==> config.mk <==
export PLATFORM = sky130hd
export DESIGN_NAME = ccmc_top
export DESIGN_NICKNAME = d
export VERILOG_FILES = /design/src/ccmc_pkg.sv /design/src/ccmc_tick_div.sv /design/src/ccmc_top.sv
export SDC_FILE = /design/constraint.sdc
export NUM_CORES = 1
export LEC_CHECK = 0
export BUFFER_PORTS_ARGS = -buffer_cell sky130_fd_sc_hd__buf_2
export CAP_MARGIN = 20
export CELL_PAD_IN_SITES_DETAIL_PLACEMENT = 1
export CELL_PAD_IN_SITES_GLOBAL_PLACEMENT = 1
export CORE_ASPECT_RATIO = 1.25
export CORE_UTILIZATION = 40
export CTS_CLUSTER_DIAMETER = 60
export DETAILED_ROUTE_END_ITERATION = 10
export HOLD_SLACK_MARGIN = 0.1
export PLACE_DENSITY = 0.68
export SLEW_MARGIN = 20
export SYNTH_ARGS = -nofsm -noshare
export SYNTH_HDL_FRONTEND = slang
export SYNTH_SLANG_ARGS = --single-unit
==> constraint.sdc <==
create_clock -name CLK -period 3.5 [get_ports CLK]
set_input_delay 1.05 -clock CLK [delete_from_list [all_inputs] [get_ports CLK]]
set_output_delay 1.05 -clock CLK [all_outputs]
set_load 0.02 [all_outputs]
==> src/ccmc_pkg.sv <==
// Purpose: shared constants and types for the codec clock-mode control
// Assumes: 50 MHz system clock, configuration bits presented as one word
// Notes:   sampling periods are whole system-clock cycles per frame

// ************************************************************
// package
// ************************************************************
package ccmc_pkg;

  // system clock rate
  localparam int CLK_HZ = 50000000;

  // configuration word carried from the host side
  typedef struct packed {
    logic       pll_power;          // pll powered, pll makes clocks
    logic       master_select;      // 1 master, 0 slave
    logic       mclk_out_enable;    // master clock output enable
    logic [3:0] pll_ref_select;     // pll reference source and rate
    logic [3:0] rate_select;        // sampling rate or range code
    logic [1:0] mclk_out_divider;   // master clock output ratio
    logic       bitclk_ratio_select; // 0 gives 32fs, 1 gives 64fs
  } ccmc_cfg_t;

  // configuration defaults after reset
  localparam ccmc_cfg_t CFG_RESET = '{
    pll_power:           1'b0,
    master_select:       1'b0,
    mclk_out_enable:     1'b0,
    pll_ref_select:      4'h0,
    rate_select:         4'h0,
    mclk_out_divider:    2'h0,
    bitclk_ratio_select: 1'b0
  };

  // clock modes
  typedef enum logic [2:0] {
    MODE_EXT_SLAVE,
    MODE_PLL_MASTER,
    MODE_PLL_SLAVE_MCLK,
    MODE_PLL_SLAVE_FRAME,
    MODE_UNSUPPORTED
  } ccmc_mode_t;

  // position of the reference source bit in the reference field
  localparam int REF_SOURCE_BIT = 2;
  // position of the ignored rate bit for frame or bit references
  localparam int RATE_IGNORED_BIT = 2;

  // reference field codes
  localparam logic [3:0] REF_FRAME_1FS  = 4'h0;
  localparam logic [3:0] REF_BIT_32FS   = 4'h2;
  localparam logic [3:0] REF_BIT_64FS   = 4'h3;
  localparam logic [3:0] REF_MCLK_11M29 = 4'h4;
  localparam logic [3:0] REF_MCLK_12M29 = 4'h5;
  localparam logic [3:0] REF_MCLK_12M   = 4'h6;
  localparam logic [3:0] REF_MCLK_24M   = 4'h7;
  localparam logic [3:0] REF_MCLK_13M5  = 4'hc;
  localparam logic [3:0] REF_MCLK_27M   = 4'hd;

  // sampling range codes for frame or bit references
  localparam logic [2:0] RANGE_8K  = 3'h0;
  localparam logic [2:0] RANGE_12K = 3'h1;
  localparam logic [2:0] RANGE_16K = 3'h2;
  localparam logic [2:0] RANGE_24K = 3'h3;
  localparam logic [2:0] RANGE_32K = 3'h6;

  // sampling rates in hertz
  localparam int FS_8000  = 8000;
  localparam int FS_12000 = 12000;
  localparam int FS_16000 = 16000;
  localparam int FS_24000 = 24000;
  localparam int FS_7350  = 7350;
  localparam int FS_11025 = 11025;
  localparam int FS_14700 = 14700;
  localparam int FS_22050 = 22050;
  localparam int FS_32000 = 32000;
  localparam int FS_48000 = 48000;
  localparam int FS_29400 = 29400;
  localparam int FS_44100 = 44100;

  // frame period in system clock cycles, rate code to count
  localparam int PW = 16;
  localparam logic [PW-1:0] PER_8000  = PW'(CLK_HZ / FS_8000);
  localparam logic [PW-1:0] PER_12000 = PW'(CLK_HZ / FS_12000);
  localparam logic [PW-1:0] PER_16000 = PW'(CLK_HZ / FS_16000);
  localparam logic [PW-1:0] PER_24000 = PW'(CLK_HZ / FS_24000);
  localparam logic [PW-1:0] PER_7350  = PW'(CLK_HZ / FS_7350);
  localparam logic [PW-1:0] PER_11025 = PW'(CLK_HZ / FS_11025);
  localparam logic [PW-1:0] PER_14700 = PW'(CLK_HZ / FS_14700);
  localparam logic [PW-1:0] PER_22050 = PW'(CLK_HZ / FS_22050);
  localparam logic [PW-1:0] PER_32000 = PW'(CLK_HZ / FS_32000);
  localparam logic [PW-1:0] PER_48000 = PW'(CLK_HZ / FS_48000);
  localparam logic [PW-1:0] PER_29400 = PW'(CLK_HZ / FS_29400);
  localparam logic [PW-1:0] PER_44100 = PW'(CLK_HZ / FS_44100);

  // shift that turns a frame period into a half bit-clock period
  localparam logic [3:0] SHIFT_BIT_32FS = 4'h6;
  localparam logic [3:0] SHIFT_BIT_64FS = 4'h7;
  // shift for a half master-clock period at 256fs, less divider code
  localparam logic [3:0] SHIFT_MCLK_256FS = 4'h9;
  // bit clocks per half frame
  localparam logic [5:0] HALF_FRAME_32FS = 6'h10;
  localparam logic [5:0] HALF_FRAME_64FS = 6'h20;

endpackage

==> src/ccmc_tick_div.sv <==
// Purpose: programmable divider giving a one-cycle tick
// Assumes: half period counted in system clock cycles
// Notes:   a half period of zero behaves as one

`timescale 1ns/1ps
`default_nettype none

// ************************************************************
// tick divider
// ************************************************************
module ccmc_tick_div (
  // clock and reset
  input  wire logic                    clk,
  input  wire logic                    rst,
  // control
  input  wire logic                    run,
  input  wire logic [ccmc_pkg::PW-1:0] half,
  // tick out
  output logic                         tick
);

  logic [ccmc_pkg::PW-1:0] cnt_ff;  // cycles since last tick

  // count up to the half period, tick and restart
  always_ff @(posedge clk) begin
    if (rst || !run) begin
      cnt_ff <= '0;
      tick   <= 1'b0;
    end else if (cnt_ff + 1'b1 >= half) begin
      cnt_ff <= '0;
      tick   <= 1'b1;
    end else begin
      cnt_ff <= cnt_ff + 1'b1;
      tick   <= 1'b0;
    end
  end

endmodule

`default_nettype wire

==> src/ccmc_top.sv <==
// Purpose: clock-mode control for a stereo codec
// Assumes: host presents configuration with a write strobe
// Notes:   master clocks are made from the system clock by dividers

`timescale 1ns/1ps
`default_nettype none

module ccmc_top (
  // clock and reset
  input  wire logic                CLK,
  input  wire logic                SYS_RST,
  // power-down pin, low resets
  input  wire logic                POWERDOWN_N,
  // configuration write
  input  wire logic                CFG_WE,
  input  wire ccmc_pkg::ccmc_cfg_t CFG_WDATA,
  // master clock output pin
  output logic                     MCLK_OUT,
  // frame clock pin, enable low drives
  output logic                     FRAME_CLOCK_O,
  output logic                     FRAME_CLOCK_OE_N,
  // bit clock pin, enable low drives
  output logic                     BIT_CLOCK_O,
  output logic                     BIT_CLOCK_OE_N,
  // status
  output ccmc_pkg::ccmc_mode_t     CLOCK_MODE,
  output logic                     MCLK_INVALID,
  output logic                     PLL_ENABLE,
  output logic                     REF_VALID,
  output logic                     RATE_VALID,
  output logic [2:0]               FS_RANGE,
  output logic                     RANGE_VALID,
  output logic                     RELOCK
);

  // ************************************************************
  // declarations
  // ************************************************************
  logic                          rst;           // system or power-down
  ccmc_pkg::ccmc_cfg_t           cfg_ff;        // held configuration
  ccmc_pkg::ccmc_mode_t          nxt_mode;      // decoded mode
  logic                          nxt_ref_ok;    // reference code valid
  logic                          nxt_rate_ok;   // rate code valid
  logic [ccmc_pkg::PW-1:0]       nxt_period;    // frame period cycles
  logic [2:0]                    nxt_range;     // range code
  logic                          nxt_range_ok;  // range code valid
  logic [ccmc_pkg::PW-1:0]       period_ff;     // registered period
  logic [ccmc_pkg::PW-1:0]       bit_half;      // half bit period
  logic [ccmc_pkg::PW-1:0]       mclk_half;     // half mclk period
  logic                          master_run;    // master clocks run
  logic                          mclk_run;      // mclk divider runs
  logic                          bit_tick;      // bit clock edge tick
  logic                          mclk_tick;     // mclk edge tick
  logic [5:0]                    bitcnt_ff;     // bits in half frame
  logic [5:0]                    half_frame;    // bits per half frame

  assign rst = SYS_RST || !POWERDOWN_N;

  // ************************************************************
  // configuration
  // ************************************************************
  // load on write, defaults on either reset, slave by default
  always_ff @(posedge CLK) begin
    if (rst) begin
      cfg_ff <= ccmc_pkg::CFG_RESET;
    end else if (CFG_WE) begin
      cfg_ff <= CFG_WDATA;
    end
  end

  // ************************************************************
  // mode and code decode
  // ************************************************************
  // mode from pll power and master bits
  always_comb begin
    case ({cfg_ff.pll_power, cfg_ff.master_select})
      2'b11:   nxt_mode = ccmc_pkg::MODE_PLL_MASTER;
      2'b10: begin
        // slave: reference source picks which pll slave mode
        if (cfg_ff.pll_ref_select[ccmc_pkg::REF_SOURCE_BIT]) begin
          nxt_mode = ccmc_pkg::MODE_PLL_SLAVE_MCLK;
        end else begin
          nxt_mode = ccmc_pkg::MODE_PLL_SLAVE_FRAME;
        end
      end
      2'b01:   nxt_mode = ccmc_pkg::MODE_UNSUPPORTED;
      default: nxt_mode = ccmc_pkg::MODE_EXT_SLAVE;
    endcase
  end

  // reference field decode
  always_comb begin
    case (cfg_ff.pll_ref_select)
      ccmc_pkg::REF_FRAME_1FS,
      ccmc_pkg::REF_BIT_32FS,
      ccmc_pkg::REF_BIT_64FS,
      ccmc_pkg::REF_MCLK_11M29,
      ccmc_pkg::REF_MCLK_12M29,
      ccmc_pkg::REF_MCLK_12M,
      ccmc_pkg::REF_MCLK_24M,
      ccmc_pkg::REF_MCLK_13M5,
      ccmc_pkg::REF_MCLK_27M: nxt_ref_ok = 1'b1;
      default:                nxt_ref_ok = 1'b0;
    endcase
  end

  // rate field to frame period for mclk reference
  always_comb begin
    nxt_rate_ok = 1'b1;
    case (cfg_ff.rate_select)
      4'h0:    nxt_period = ccmc_pkg::PER_8000;
      4'h1:    nxt_period = ccmc_pkg::PER_12000;
      4'h2:    nxt_period = ccmc_pkg::PER_16000;
      4'h3:    nxt_period = ccmc_pkg::PER_24000;
      4'h4:    nxt_period = ccmc_pkg::PER_7350;
      4'h5:    nxt_period = ccmc_pkg::PER_11025;
      4'h6:    nxt_period = ccmc_pkg::PER_14700;
      4'h7:    nxt_period = ccmc_pkg::PER_22050;
      4'ha:    nxt_period = ccmc_pkg::PER_32000;
      4'hb:    nxt_period = ccmc_pkg::PER_48000;
      4'he:    nxt_period = ccmc_pkg::PER_29400;
      4'hf:    nxt_period = ccmc_pkg::PER_44100;
      default: begin
        // unsupported code: no period, bit and frame clocks stay stopped, master clock ticks every cycle
        nxt_period  = '0;
        nxt_rate_ok = 1'b0;
      end
    endcase
  end

  // range from rate bits 3, 1 and 0; bit 2 never looked at
  always_comb begin
    nxt_range = {cfg_ff.rate_select[3], cfg_ff.rate_select[1:0]};
    case (nxt_range)
      ccmc_pkg::RANGE_8K,
      ccmc_pkg::RANGE_12K,
      ccmc_pkg::RANGE_16K,
      ccmc_pkg::RANGE_24K,
      ccmc_pkg::RANGE_32K: nxt_range_ok = 1'b1;
      default:             nxt_range_ok = 1'b0;
    endcase
  end

  // ************************************************************
  // status registers
  // ************************************************************
  // register decoded state; rate only counts with mclk reference
  always_ff @(posedge CLK) begin
    if (rst) begin
      CLOCK_MODE   <= ccmc_pkg::MODE_EXT_SLAVE;
      MCLK_INVALID <= 1'b0;
      PLL_ENABLE   <= 1'b0;
      REF_VALID    <= 1'b0;
      RATE_VALID   <= 1'b0;
      FS_RANGE     <= ccmc_pkg::RANGE_8K;
      RANGE_VALID  <= 1'b0;
      period_ff    <= '0;
    end else begin
      CLOCK_MODE   <= nxt_mode;
      MCLK_INVALID <= (nxt_mode == ccmc_pkg::MODE_UNSUPPORTED) &&
                      cfg_ff.mclk_out_enable;
      PLL_ENABLE   <= cfg_ff.pll_power;
      REF_VALID    <= nxt_ref_ok;
      RATE_VALID   <= nxt_rate_ok &&
                      cfg_ff.pll_ref_select[ccmc_pkg::REF_SOURCE_BIT];
      FS_RANGE     <= nxt_range;
      RANGE_VALID  <= nxt_range_ok &&
                      !cfg_ff.pll_ref_select[ccmc_pkg::REF_SOURCE_BIT];
      period_ff    <= nxt_period;
    end
  end

  // pulse when pll powers up or rate changes with pll on: host lock wait starts
  always_ff @(posedge CLK) begin
    if (rst) begin
      RELOCK <= 1'b0;
    end else begin
      RELOCK <= CFG_WE && CFG_WDATA.pll_power &&
                (!cfg_ff.pll_power ||
                 CFG_WDATA.rate_select != cfg_ff.rate_select);
    end
  end

  // ************************************************************
  // clock generation
  // ************************************************************
  // pll makes clocks only when powered with mclk rate table
  assign master_run = (CLOCK_MODE == ccmc_pkg::MODE_PLL_MASTER) &&
                      RATE_VALID;
  // mclk divider runs with output enabled, for pll modes and the unsupported mode
  assign mclk_run   = cfg_ff.mclk_out_enable &&
                      (cfg_ff.pll_power || cfg_ff.master_select);
  assign bit_half   = period_ff >> (cfg_ff.bitclk_ratio_select ?
                      ccmc_pkg::SHIFT_BIT_64FS :
                      ccmc_pkg::SHIFT_BIT_32FS);
  assign mclk_half  = period_ff >> (ccmc_pkg::SHIFT_MCLK_256FS -
                      {2'h0, cfg_ff.mclk_out_divider});
  assign half_frame = cfg_ff.bitclk_ratio_select ?
                      ccmc_pkg::HALF_FRAME_64FS :
                      ccmc_pkg::HALF_FRAME_32FS;

  // bit clock edge ticks
  ccmc_tick_div u_bit_div (
    .clk  (CLK),
    .rst  (rst),
    .run  (master_run),
    .half (bit_half),
    .tick (bit_tick)
  );

  // master clock output edge ticks
  ccmc_tick_div u_mclk_div (
    .clk  (CLK),
    .rst  (rst),
    .run  (mclk_run),
    .half (mclk_half),
    .tick (mclk_tick)
  );

  // master clock pin: low when disabled, else toggles per tick
  always_ff @(posedge CLK) begin
    if (rst || !mclk_run) begin
      MCLK_OUT <= 1'b0;
    end else if (mclk_tick) begin
      MCLK_OUT <= !MCLK_OUT;
    end
  end

  // bit and frame clock, frame flips each half frame of bits
  always_ff @(posedge CLK) begin
    if (rst || !master_run) begin
      BIT_CLOCK_O   <= 1'b0;
      FRAME_CLOCK_O <= 1'b0;
      bitcnt_ff     <= '0;
    end else if (bit_tick) begin
      BIT_CLOCK_O <= !BIT_CLOCK_O;
      // frame changes on the falling bit clock edge
      if (BIT_CLOCK_O) begin
        if (bitcnt_ff + 6'h1 >= half_frame) begin
          bitcnt_ff     <= '0;
          FRAME_CLOCK_O <= !FRAME_CLOCK_O;
        end else begin
          bitcnt_ff <= bitcnt_ff + 6'h1;
        end
      end
    end
  end

  // pins are driven only in master mode, floating otherwise
  always_ff @(posedge CLK) begin
    if (rst) begin
      FRAME_CLOCK_OE_N <= 1'b1;
      BIT_CLOCK_OE_N   <= 1'b1;
    end else begin
      FRAME_CLOCK_OE_N <= !(cfg_ff.master_select && cfg_ff.pll_power);
      BIT_CLOCK_OE_N   <= !(cfg_ff.master_select && cfg_ff.pll_power);
    end
  end

  // ************************************************************
  // assertions
  // ************************************************************
  a_reset_slave: assert property (@(posedge CLK)
    rst |=> !cfg_ff.master_select && CLOCK_MODE != ccmc_pkg::MODE_PLL_MASTER)
    else $error("not slave after reset");

  a_mode_master: assert property (@(posedge CLK) disable iff (rst)
    cfg_ff.pll_power && cfg_ff.master_select |=>
      CLOCK_MODE == ccmc_pkg::MODE_PLL_MASTER)
    else $error("pll master mode not selected");

  a_mode_ext: assert property (@(posedge CLK) disable iff (rst)
    !cfg_ff.pll_power && !cfg_ff.master_select |=>
      CLOCK_MODE == ccmc_pkg::MODE_EXT_SLAVE)
    else $error("external slave mode not selected");

  a_mclk_invalid: assert property (@(posedge CLK) disable iff (rst)
    !cfg_ff.pll_power && cfg_ff.master_select &&
      cfg_ff.mclk_out_enable |=> MCLK_INVALID)
    else $error("unsupported mode not flagged");

  a_mclk_low: assert property (@(posedge CLK) disable iff (rst)
    !cfg_ff.mclk_out_enable [*2] |-> !MCLK_OUT)
    else $error("master clock out not low");

  a_pins_float: assert property (@(posedge CLK) disable iff (rst)
    !cfg_ff.master_select |=> FRAME_CLOCK_OE_N && BIT_CLOCK_OE_N)
    else $error("clock pins driven in slave");

  a_ref_decode: assert property (@(posedge CLK) disable iff (rst)
    cfg_ff.pll_ref_select == 4'h1 || cfg_ff.pll_ref_select == 4'h8 |=>
      !REF_VALID)
    else $error("bad reference code accepted");

  a_rate_decode: assert property (@(posedge CLK) disable iff (rst)
    cfg_ff.pll_ref_select[2] && cfg_ff.rate_select == 4'hb |=>
      RATE_VALID && period_ff == ccmc_pkg::PER_48000)
    else $error("rate code 48k wrong");

  a_range_nobit2: assert property (@(posedge CLK) disable iff (rst)
    $stable({cfg_ff.rate_select[3], cfg_ff.rate_select[1:0]}) &&
      !$stable(cfg_ff.rate_select[2]) |=> $stable(FS_RANGE))
    else $error("range follows rate bit2");

endmodule

`default_nettype wire

==> results_dict.tcl, run 1 <==
set metrics [dict create \
    grt_pass1_wl_mm 14.2 \
    cap_violations 0 \
    yosysSeqAreaShare_pct 41.0 \
    final_cell_mix "77 x dfxtp_1, 41 x nor2_1, 34 x buf_2, 25 x ha_1, 24 x mux2i_1" \
    ys.flop_type "dfxtp_1" \
    p_leak_nw 1.76 \
    cts-root-buf "clkbuf_16" \
    insertion_delay_ns 0.34 \
    dpl.hpwl_mm 6.07 \
    hold_viol 0 \
    grt_pass1_vias 3032 \
    fp.dieH_um 110 \
    finalCritPeriodShare_pct 86.6 \
    drt-pass1-iter-count 4 \
    period_needed_ns 3.03 \
    antenna_found_initial 0 \
    synthCells 393 \
    cts_hold_buf 0 \
    cts_tree "built" \
    hold_depth 1 \
    clockBufferDepth 2 \
    globalRouteTotalUtil_pct 18.7 \
    post_drt_wl_per_cell_um 14.5 \
    initial_core_util_pct 41.2 \
    post_cts_buffers 0 \
    clk_pin_slew_ns 0.06 \
    dieArea_mm2 0.00980 \
    required_ns 3.73 \
    crit_type "register to register" \
    layout-drive-gt1-share_pct 16.0 \
    drt-initial-drc-count 63 \
    worst_pin_slew_ns 0.681 \
    fin_skew_ns 0.00637 \
    status "complete, no violations" \
    antenna_left 0 \
    drt_wl_total_mm 8.21 \
    drc 0 \
    power_density_mw_per_mm2 441 \
    cts_resized 0 \
    synth_cell_type_count 53 \
    overflow 0 \
    power_mw 1.94 \
    cp-start-kind "register" \
    ys_ff_latch 77 \
    io_buffers 34 \
    ir_drop_mv 0.269 \
    die_w_um 88.7 \
    core.rowCount 39 \
    h-tree-depth 3 \
    avgViaCountPerCell 5.13 \
    async_flop_share_pct 0 \
    netlist_area_mm2 0.00376 \
    hold_class "register to register" \
    drv_slew 0 \
    finalSetupViolCount 0 \
    gp_congestion 0.799 \
    cp.arrival_ns 3.26 \
    vias 2909 \
    clock-sinks 77 \
    numCtsBuffers 9 \
    avgSynthCellArea_um2 9.57 \
    finalSetupTns_ns 0 \
    final_common_cell "dfxtp_1" \
    synth_edf_count 0 \
    io_pins 35 \
    slew_headroom_pct 54.6 \
    syn2layout_area_growth_pct 16.8 \
    fmax_mhz 330 \
    cp_max_fo 10 \
    nets 482 \
    num_antenna_cells 0 \
    critPathCaptureType "register" \
    grt_max_degree 18 \
    yosys_warnings 0 \
    rsz0062_at_grt "false" \
    core_mm2 0.00913 \
    r2r_cells 12 \
]
==> worst paths after layout <==
check	to	slack, ns	startpoint
hold / removal	BIT_CLOCK_OE_N$_SDFF_PP1_	0.45	cfg_ff[12]$_SDFFE_PP0P_
hold reg to reg	BIT_CLOCK_OE_N$_SDFF_PP1_	0.45	cfg_ff[12]$_SDFFE_PP0P_
setup / recovery	u_mclk_div.cnt_ff[3]$_SDFF_PP0_	0.47	u_mclk_div.cnt_ff[0]$_SDFF_PP0_
setup reg to reg	u_mclk_div.cnt_ff[3]$_SDFF_PP0_	0.47	u_mclk_div.cnt_ff[0]$_SDFF_PP0_
==> power by group <==
group	internal [mW]	switching (mW)
clock network	0.554	0.376
registers	0.895	0.0199
logic	0.0410	0.0497
==> final cells by class <==
| cell class | count | area (µm²) |
|---|---|---|
| Fill cell | 1073 | 4730 |
| Multi-Input combinational cell | 297 | 2140 |
| Sequential cell | 77 | 1540 |
| Clock buffer | 9 | 225 |
| Timing Repair Buffer | 38 | 200 |
| Tap cell | 123 | 154 |
| Clock inverter | 7 | 75.1 |
| Inverter | 16 | 60.1 |
==> routing by layer <==
metal,vias up,global-route usage (%),routed length [µm]
met4,0,6.99,158
li1,1466,-,-
met1,1401,20.7,3480
met2,30,33.6,4390
met3,12,4.48,185
met5,-,0,0
==> cells in the mapped netlist, types with 2 or more instances <==
library cell | count | area (µm²)
o21ai_0 | 8 | 40.0
clkbuf_1 | 16 | 60.1
and3_1 | 4 | 25.0
o2111ai_1 | 2 | 17.5
a211oi_1 | 3 | 22.5
a21oi_1 | 13 | 65.1
dfxtp_1 | 77 | 1540
nor3_1 | 10 | 50.1
and2_1 | 5 | 31.3
o211ai_1 | 3 | 22.5
nor4b_2 | 7 | 105
xor2_1 | 15 | 131
o31ai_1 | 2 | 15.0
nor4b_1 | 9 | 78.8
nor2b_1 | 3 | 18.8
nand4_1 | 9 | 56.3
mux2_2 | 3 | 33.8
conb_1 | 2 | 7.51
and4_1 | 3 | 26.3
nor4_2 | 2 | 25.0
a31oi_1 | 4 | 25.0
nor2_1 | 41 | 154
nor4_1 | 4 | 25.0
nand2b_1 | 3 | 18.8
inv_1 | 16 | 60.1
nand3_1 | 16 | 80.1
mux2i_1 | 24 | 240
nand2_1 | 21 | 78.8
or3_1 | 2 | 12.5
xnor2_1 | 19 | 166
ha_1 | 25 | 313
==> metrics by stage <==
step	cell area [µm²]	hold slack, ns	worst slack [ns]	instances	utilization, %
after CTS	4390	0.455	0.453	567	48.1
final	4390	0.446	0.470	567	48.1
after global placement	4090	0.432	0.807	551	44.9
after detailed placement	4090	0.439	0.509	551	44.9
after floorplan	3820	0.396	0.570	409	-
after global routing	4390	0.478	0.267	567	48.1
==> sequential cells by signal, indices dropped and copies added, names as in the netlist <==
name               count
RATE_VALID             1
MCLK_OUT               1
u_mclk_div.tick        1
BIT_CLOCK_OE_N         1
CLOCK_MODE             3
u_bit_div.tick         1
RANGE_VALID            1
u_bit_div.cnt_ff      16
RELOCK                 1
FS_RANGE               3
u_mclk_div.cnt_ff     16
REF_VALID              1
PLL_ENABLE             1
MCLK_INVALID           1
period_ff              7
FRAME_CLOCK_O          1
cfg_ff                14
BIT_CLOCK_O            1
bitcnt_ff              6
==> critical path, stage by stage (launching register included) <==
cell      delay (ns)
dfxtp_1         0.42
ha_1            0.22
and2_1          0.27
nand3_1         0.16
nor2_1          0.17
xor2_1          0.21
ha_1            0.29
a21oi_1         0.17
nand2_1         0.08
a211oi_1        0.28
a21boi_1        0.13
buf_4           0.22
nor4b_1         0.30
==> kinds of logic after synthesis <==
family	count (synthesis)	synth area share [%]
compound gates	46	8.12
xor+xnor	34	7.92
fa+ha+maj	25	8.32
buf+inv	35	3.79
flops	77	41.0
mux	28	7.88
other cells	2	0.200
simple gates	146	22.8
Note: power is estimated with default switching activity, not from simulation.
==> inputs of run 2 (changes only) <==
--- a/config.mk
+++ b/config.mk
@@ -10,11 +10,11 @@
 export CELL_PAD_IN_SITES_DETAIL_PLACEMENT = 1
 export CELL_PAD_IN_SITES_GLOBAL_PLACEMENT = 1
 export CORE_ASPECT_RATIO = 1.25
-export CORE_UTILIZATION = 40
+export CORE_UTILIZATION = 44
 export CTS_CLUSTER_DIAMETER = 60
 export DETAILED_ROUTE_END_ITERATION = 10
 export HOLD_SLACK_MARGIN = 0.1
-export PLACE_DENSITY = 0.68
+export PLACE_DENSITY = 0.73
 export SLEW_MARGIN = 20
 export SYNTH_ARGS = -nofsm -noshare
 export SYNTH_HDL_FRONTEND = slang
==> results_dict.tcl, run 2 (synthesized netlist as in run 1, its figures left out) <==
set metrics [dict create \
    drt-pass1-iter-count 4 \
    drv_slew 0 \
    clk_pin_slew_ns 0.09 \
    h-tree-depth 3 \
    final_cell_mix "77 x dfxtp_1, 41 x nor2_1, 34 x buf_2, 25 x ha_1, 24 x mux2i_1" \
    final_core_util_pct 51.5 \
    io_buffers 34 \
    final_common_cell "dfxtp_1" \
    clock-sinks 77 \
    crit_top_cell "ha_1" \
    cp.buffers_inverters 1 \
    finalWorstSetupSlack_ns 0.688 \
    overflow 0 \
    cp.arrival_ns 3.06 \
    fin_skew_ns 0.0142 \
    syn2layout_area_growth_pct 12.8 \
    cts-root-buf "clkbuf_8" \
    layout-drive-gt1-share_pct 15.8 \
    crit_type "register to register" \
    reg.largest.list "u_bit_div.cnt_ff: 16 flops, u_mclk_div.cnt_ff: 16 flops, cfg_ff: 14 flops" \
    ir_drop_mv 0.225 \
    finalSetupTns_ns 0 \
    insertion_delay_ns 0.35 \
    p_leak_nw 1.71 \
    slew_headroom_pct 33.2 \
    p_int_mw 1.22 \
    clockBufferDepth 2 \
    numCtsBuffers 9 \
    cts_tree "built" \
    dpl.hpwl_mm 6.08 \
    critPathCaptureType "register" \
    core_mm2 0.00824 \
    vias 2919 \
    p_clk_share_pct 39.1 \
    worst_pin_slew_ns 1.00 \
    status "complete, no violations" \
    hold_slack_ns 0.473 \
    cts_resized 0 \
    grt_pass1_wl_mm 14.4 \
    cpPeakStageDelay_ns 0.41 \
    post_cts_buffers 0 \
    regToRegSetupSlack_ns 0.69 \
    crit_family "simple AND/OR/NAND/NOR gates" \
    cp-start-kind "register" \
    fin_cells 540 \
    dp_worst_setup_slack_ns 0.651 \
    cap_violations 0 \
    power_density_mw_per_mm2 389 \
    path_cells "ha_1, and2_1, nand3_1, nor2_1, xor2_1, ha_1, a21oi_1, nand2_1, a211oi_1, a21boi_1, buf_4, nor4b_1" \
    power_mw 1.65 \
    cpMaxStageDelayCell "dfxtp_1" \
    rsz0062_at_grt "false" \
    drt-initial-drc-count 52 \
    fp.dieH_um 105 \
    drt_wl_total_mm 8.09 \
    hold_class "register to register" \
    placed_cells 524 \
    swShare_pct 25.9 \
    die_w_um 84.7 \
    io_pins 35 \
    dieArea_mm2 0.00892 \
    initial_core_util_pct 45.6 \
    post_drt_wl_per_cell_um 15.0 \
    avgViaCountPerCell 5.41 \
    gp_congestion 0.839 \
    num_antenna_cells 0 \
    required_ns 3.75 \
    combPwrFrac_pct 5.5 \
    period_needed_ns 2.81 \
    globalRouteTotalUtil_pct 20.0 \
    antenna_found_initial 0 \
    switchingPower_mw 0.427 \
    seqPwrFrac_pct 55.4 \
    cts_hold_buf 0 \
    cp_max_fo 8 \
    finalCritPeriodShare_pct 80.3 \
    hold_viol 0 \
    final_area_mm2 0.00424 \
    nets 481 \
    drc 0 \
    fmax_mhz 356 \
    grt_pass1_vias 3181 \
    n_fill_cell 989 \
    grt_max_degree 28 \
    placed_cell_area_mm2 0.00405 \
    core.rowCount 37 \
    antenna_left 0 \
    finalSetupViolCount 0 \
]
-- run 2: cell types whose count changed in the layout (fill, tap and decap cells not counted), sizes merged --
cell,before,now
clkbuf,9,10
clkinv,2,0
clkinvlp,3,2
inv,17,20
bufinv,1,0
buf,38,37
-- run 2: power by group through the flow --
| stage | clock [mW] | combinational (mW) | sequential (mW) |
|---|---|---|---|
| 4_1_cts | 0.664 | 0.0918 | 0.914 |
| 3_3_place_gp | 0 | 0.0873 | 0.933 |
| 6_report | 0.646 | 0.0907 | 0.913 |
| 2_1_floorplan | 0 | 0.0674 | 0.928 |
| 5_1_grt | 0.705 | 0.103 | 0.917 |
| 3_5_place_dp | 0 | 0.0910 | 0.934 |
-- run 2: final cells by class --
| cell class | instances | area (µm²) | share of cell area (%) |
|---|---|---|---|
| clock buffer | 10 | 138 | 3.24 |
| timing repair buffer | 37 | 193 | 4.54 |
| clock inverter | 6 | 52.6 | 1.24 |
| sequential | 77 | 1540 | 36.3 |
| tap | 97 | 121 | 2.86 |
| multi-input combinational | 297 | 2140 | 50.4 |
| inverter | 16 | 60.1 | 1.42 |
-- run 2: per-layer routing --
metal / global-route usage [%] / vias to the layer above / share of wire [%]
met2: 37.6 / 28 / 54
met3: 2.82 / 17 / 1.9
met5: 0 / - / 0
met4: 9.20 / 0 / 2.5
li1: - / 1470 / -
met1: 22.0 / 1404 / 42
-- run 2: final timing paths --
| path | startpoint | to | depth (start not counted) |
|---|---|---|---|
| setup / recovery | u_mclk_div.cnt_ff[0]$_SDFF_PP0_ | u_mclk_div.cnt_ff[2]$_SDFF_PP0_ | 12 |
| hold reg to reg | cfg_ff[12]$_SDFFE_PP0P_ | BIT_CLOCK_OE_N$_SDFF_PP1_ | 1 |
| hold / removal | cfg_ff[12]$_SDFFE_PP0P_ | BIT_CLOCK_OE_N$_SDFF_PP1_ | 1 |
| setup reg to reg | u_mclk_div.cnt_ff[0]$_SDFF_PP0_ | u_mclk_div.cnt_ff[2]$_SDFF_PP0_ | 12 |
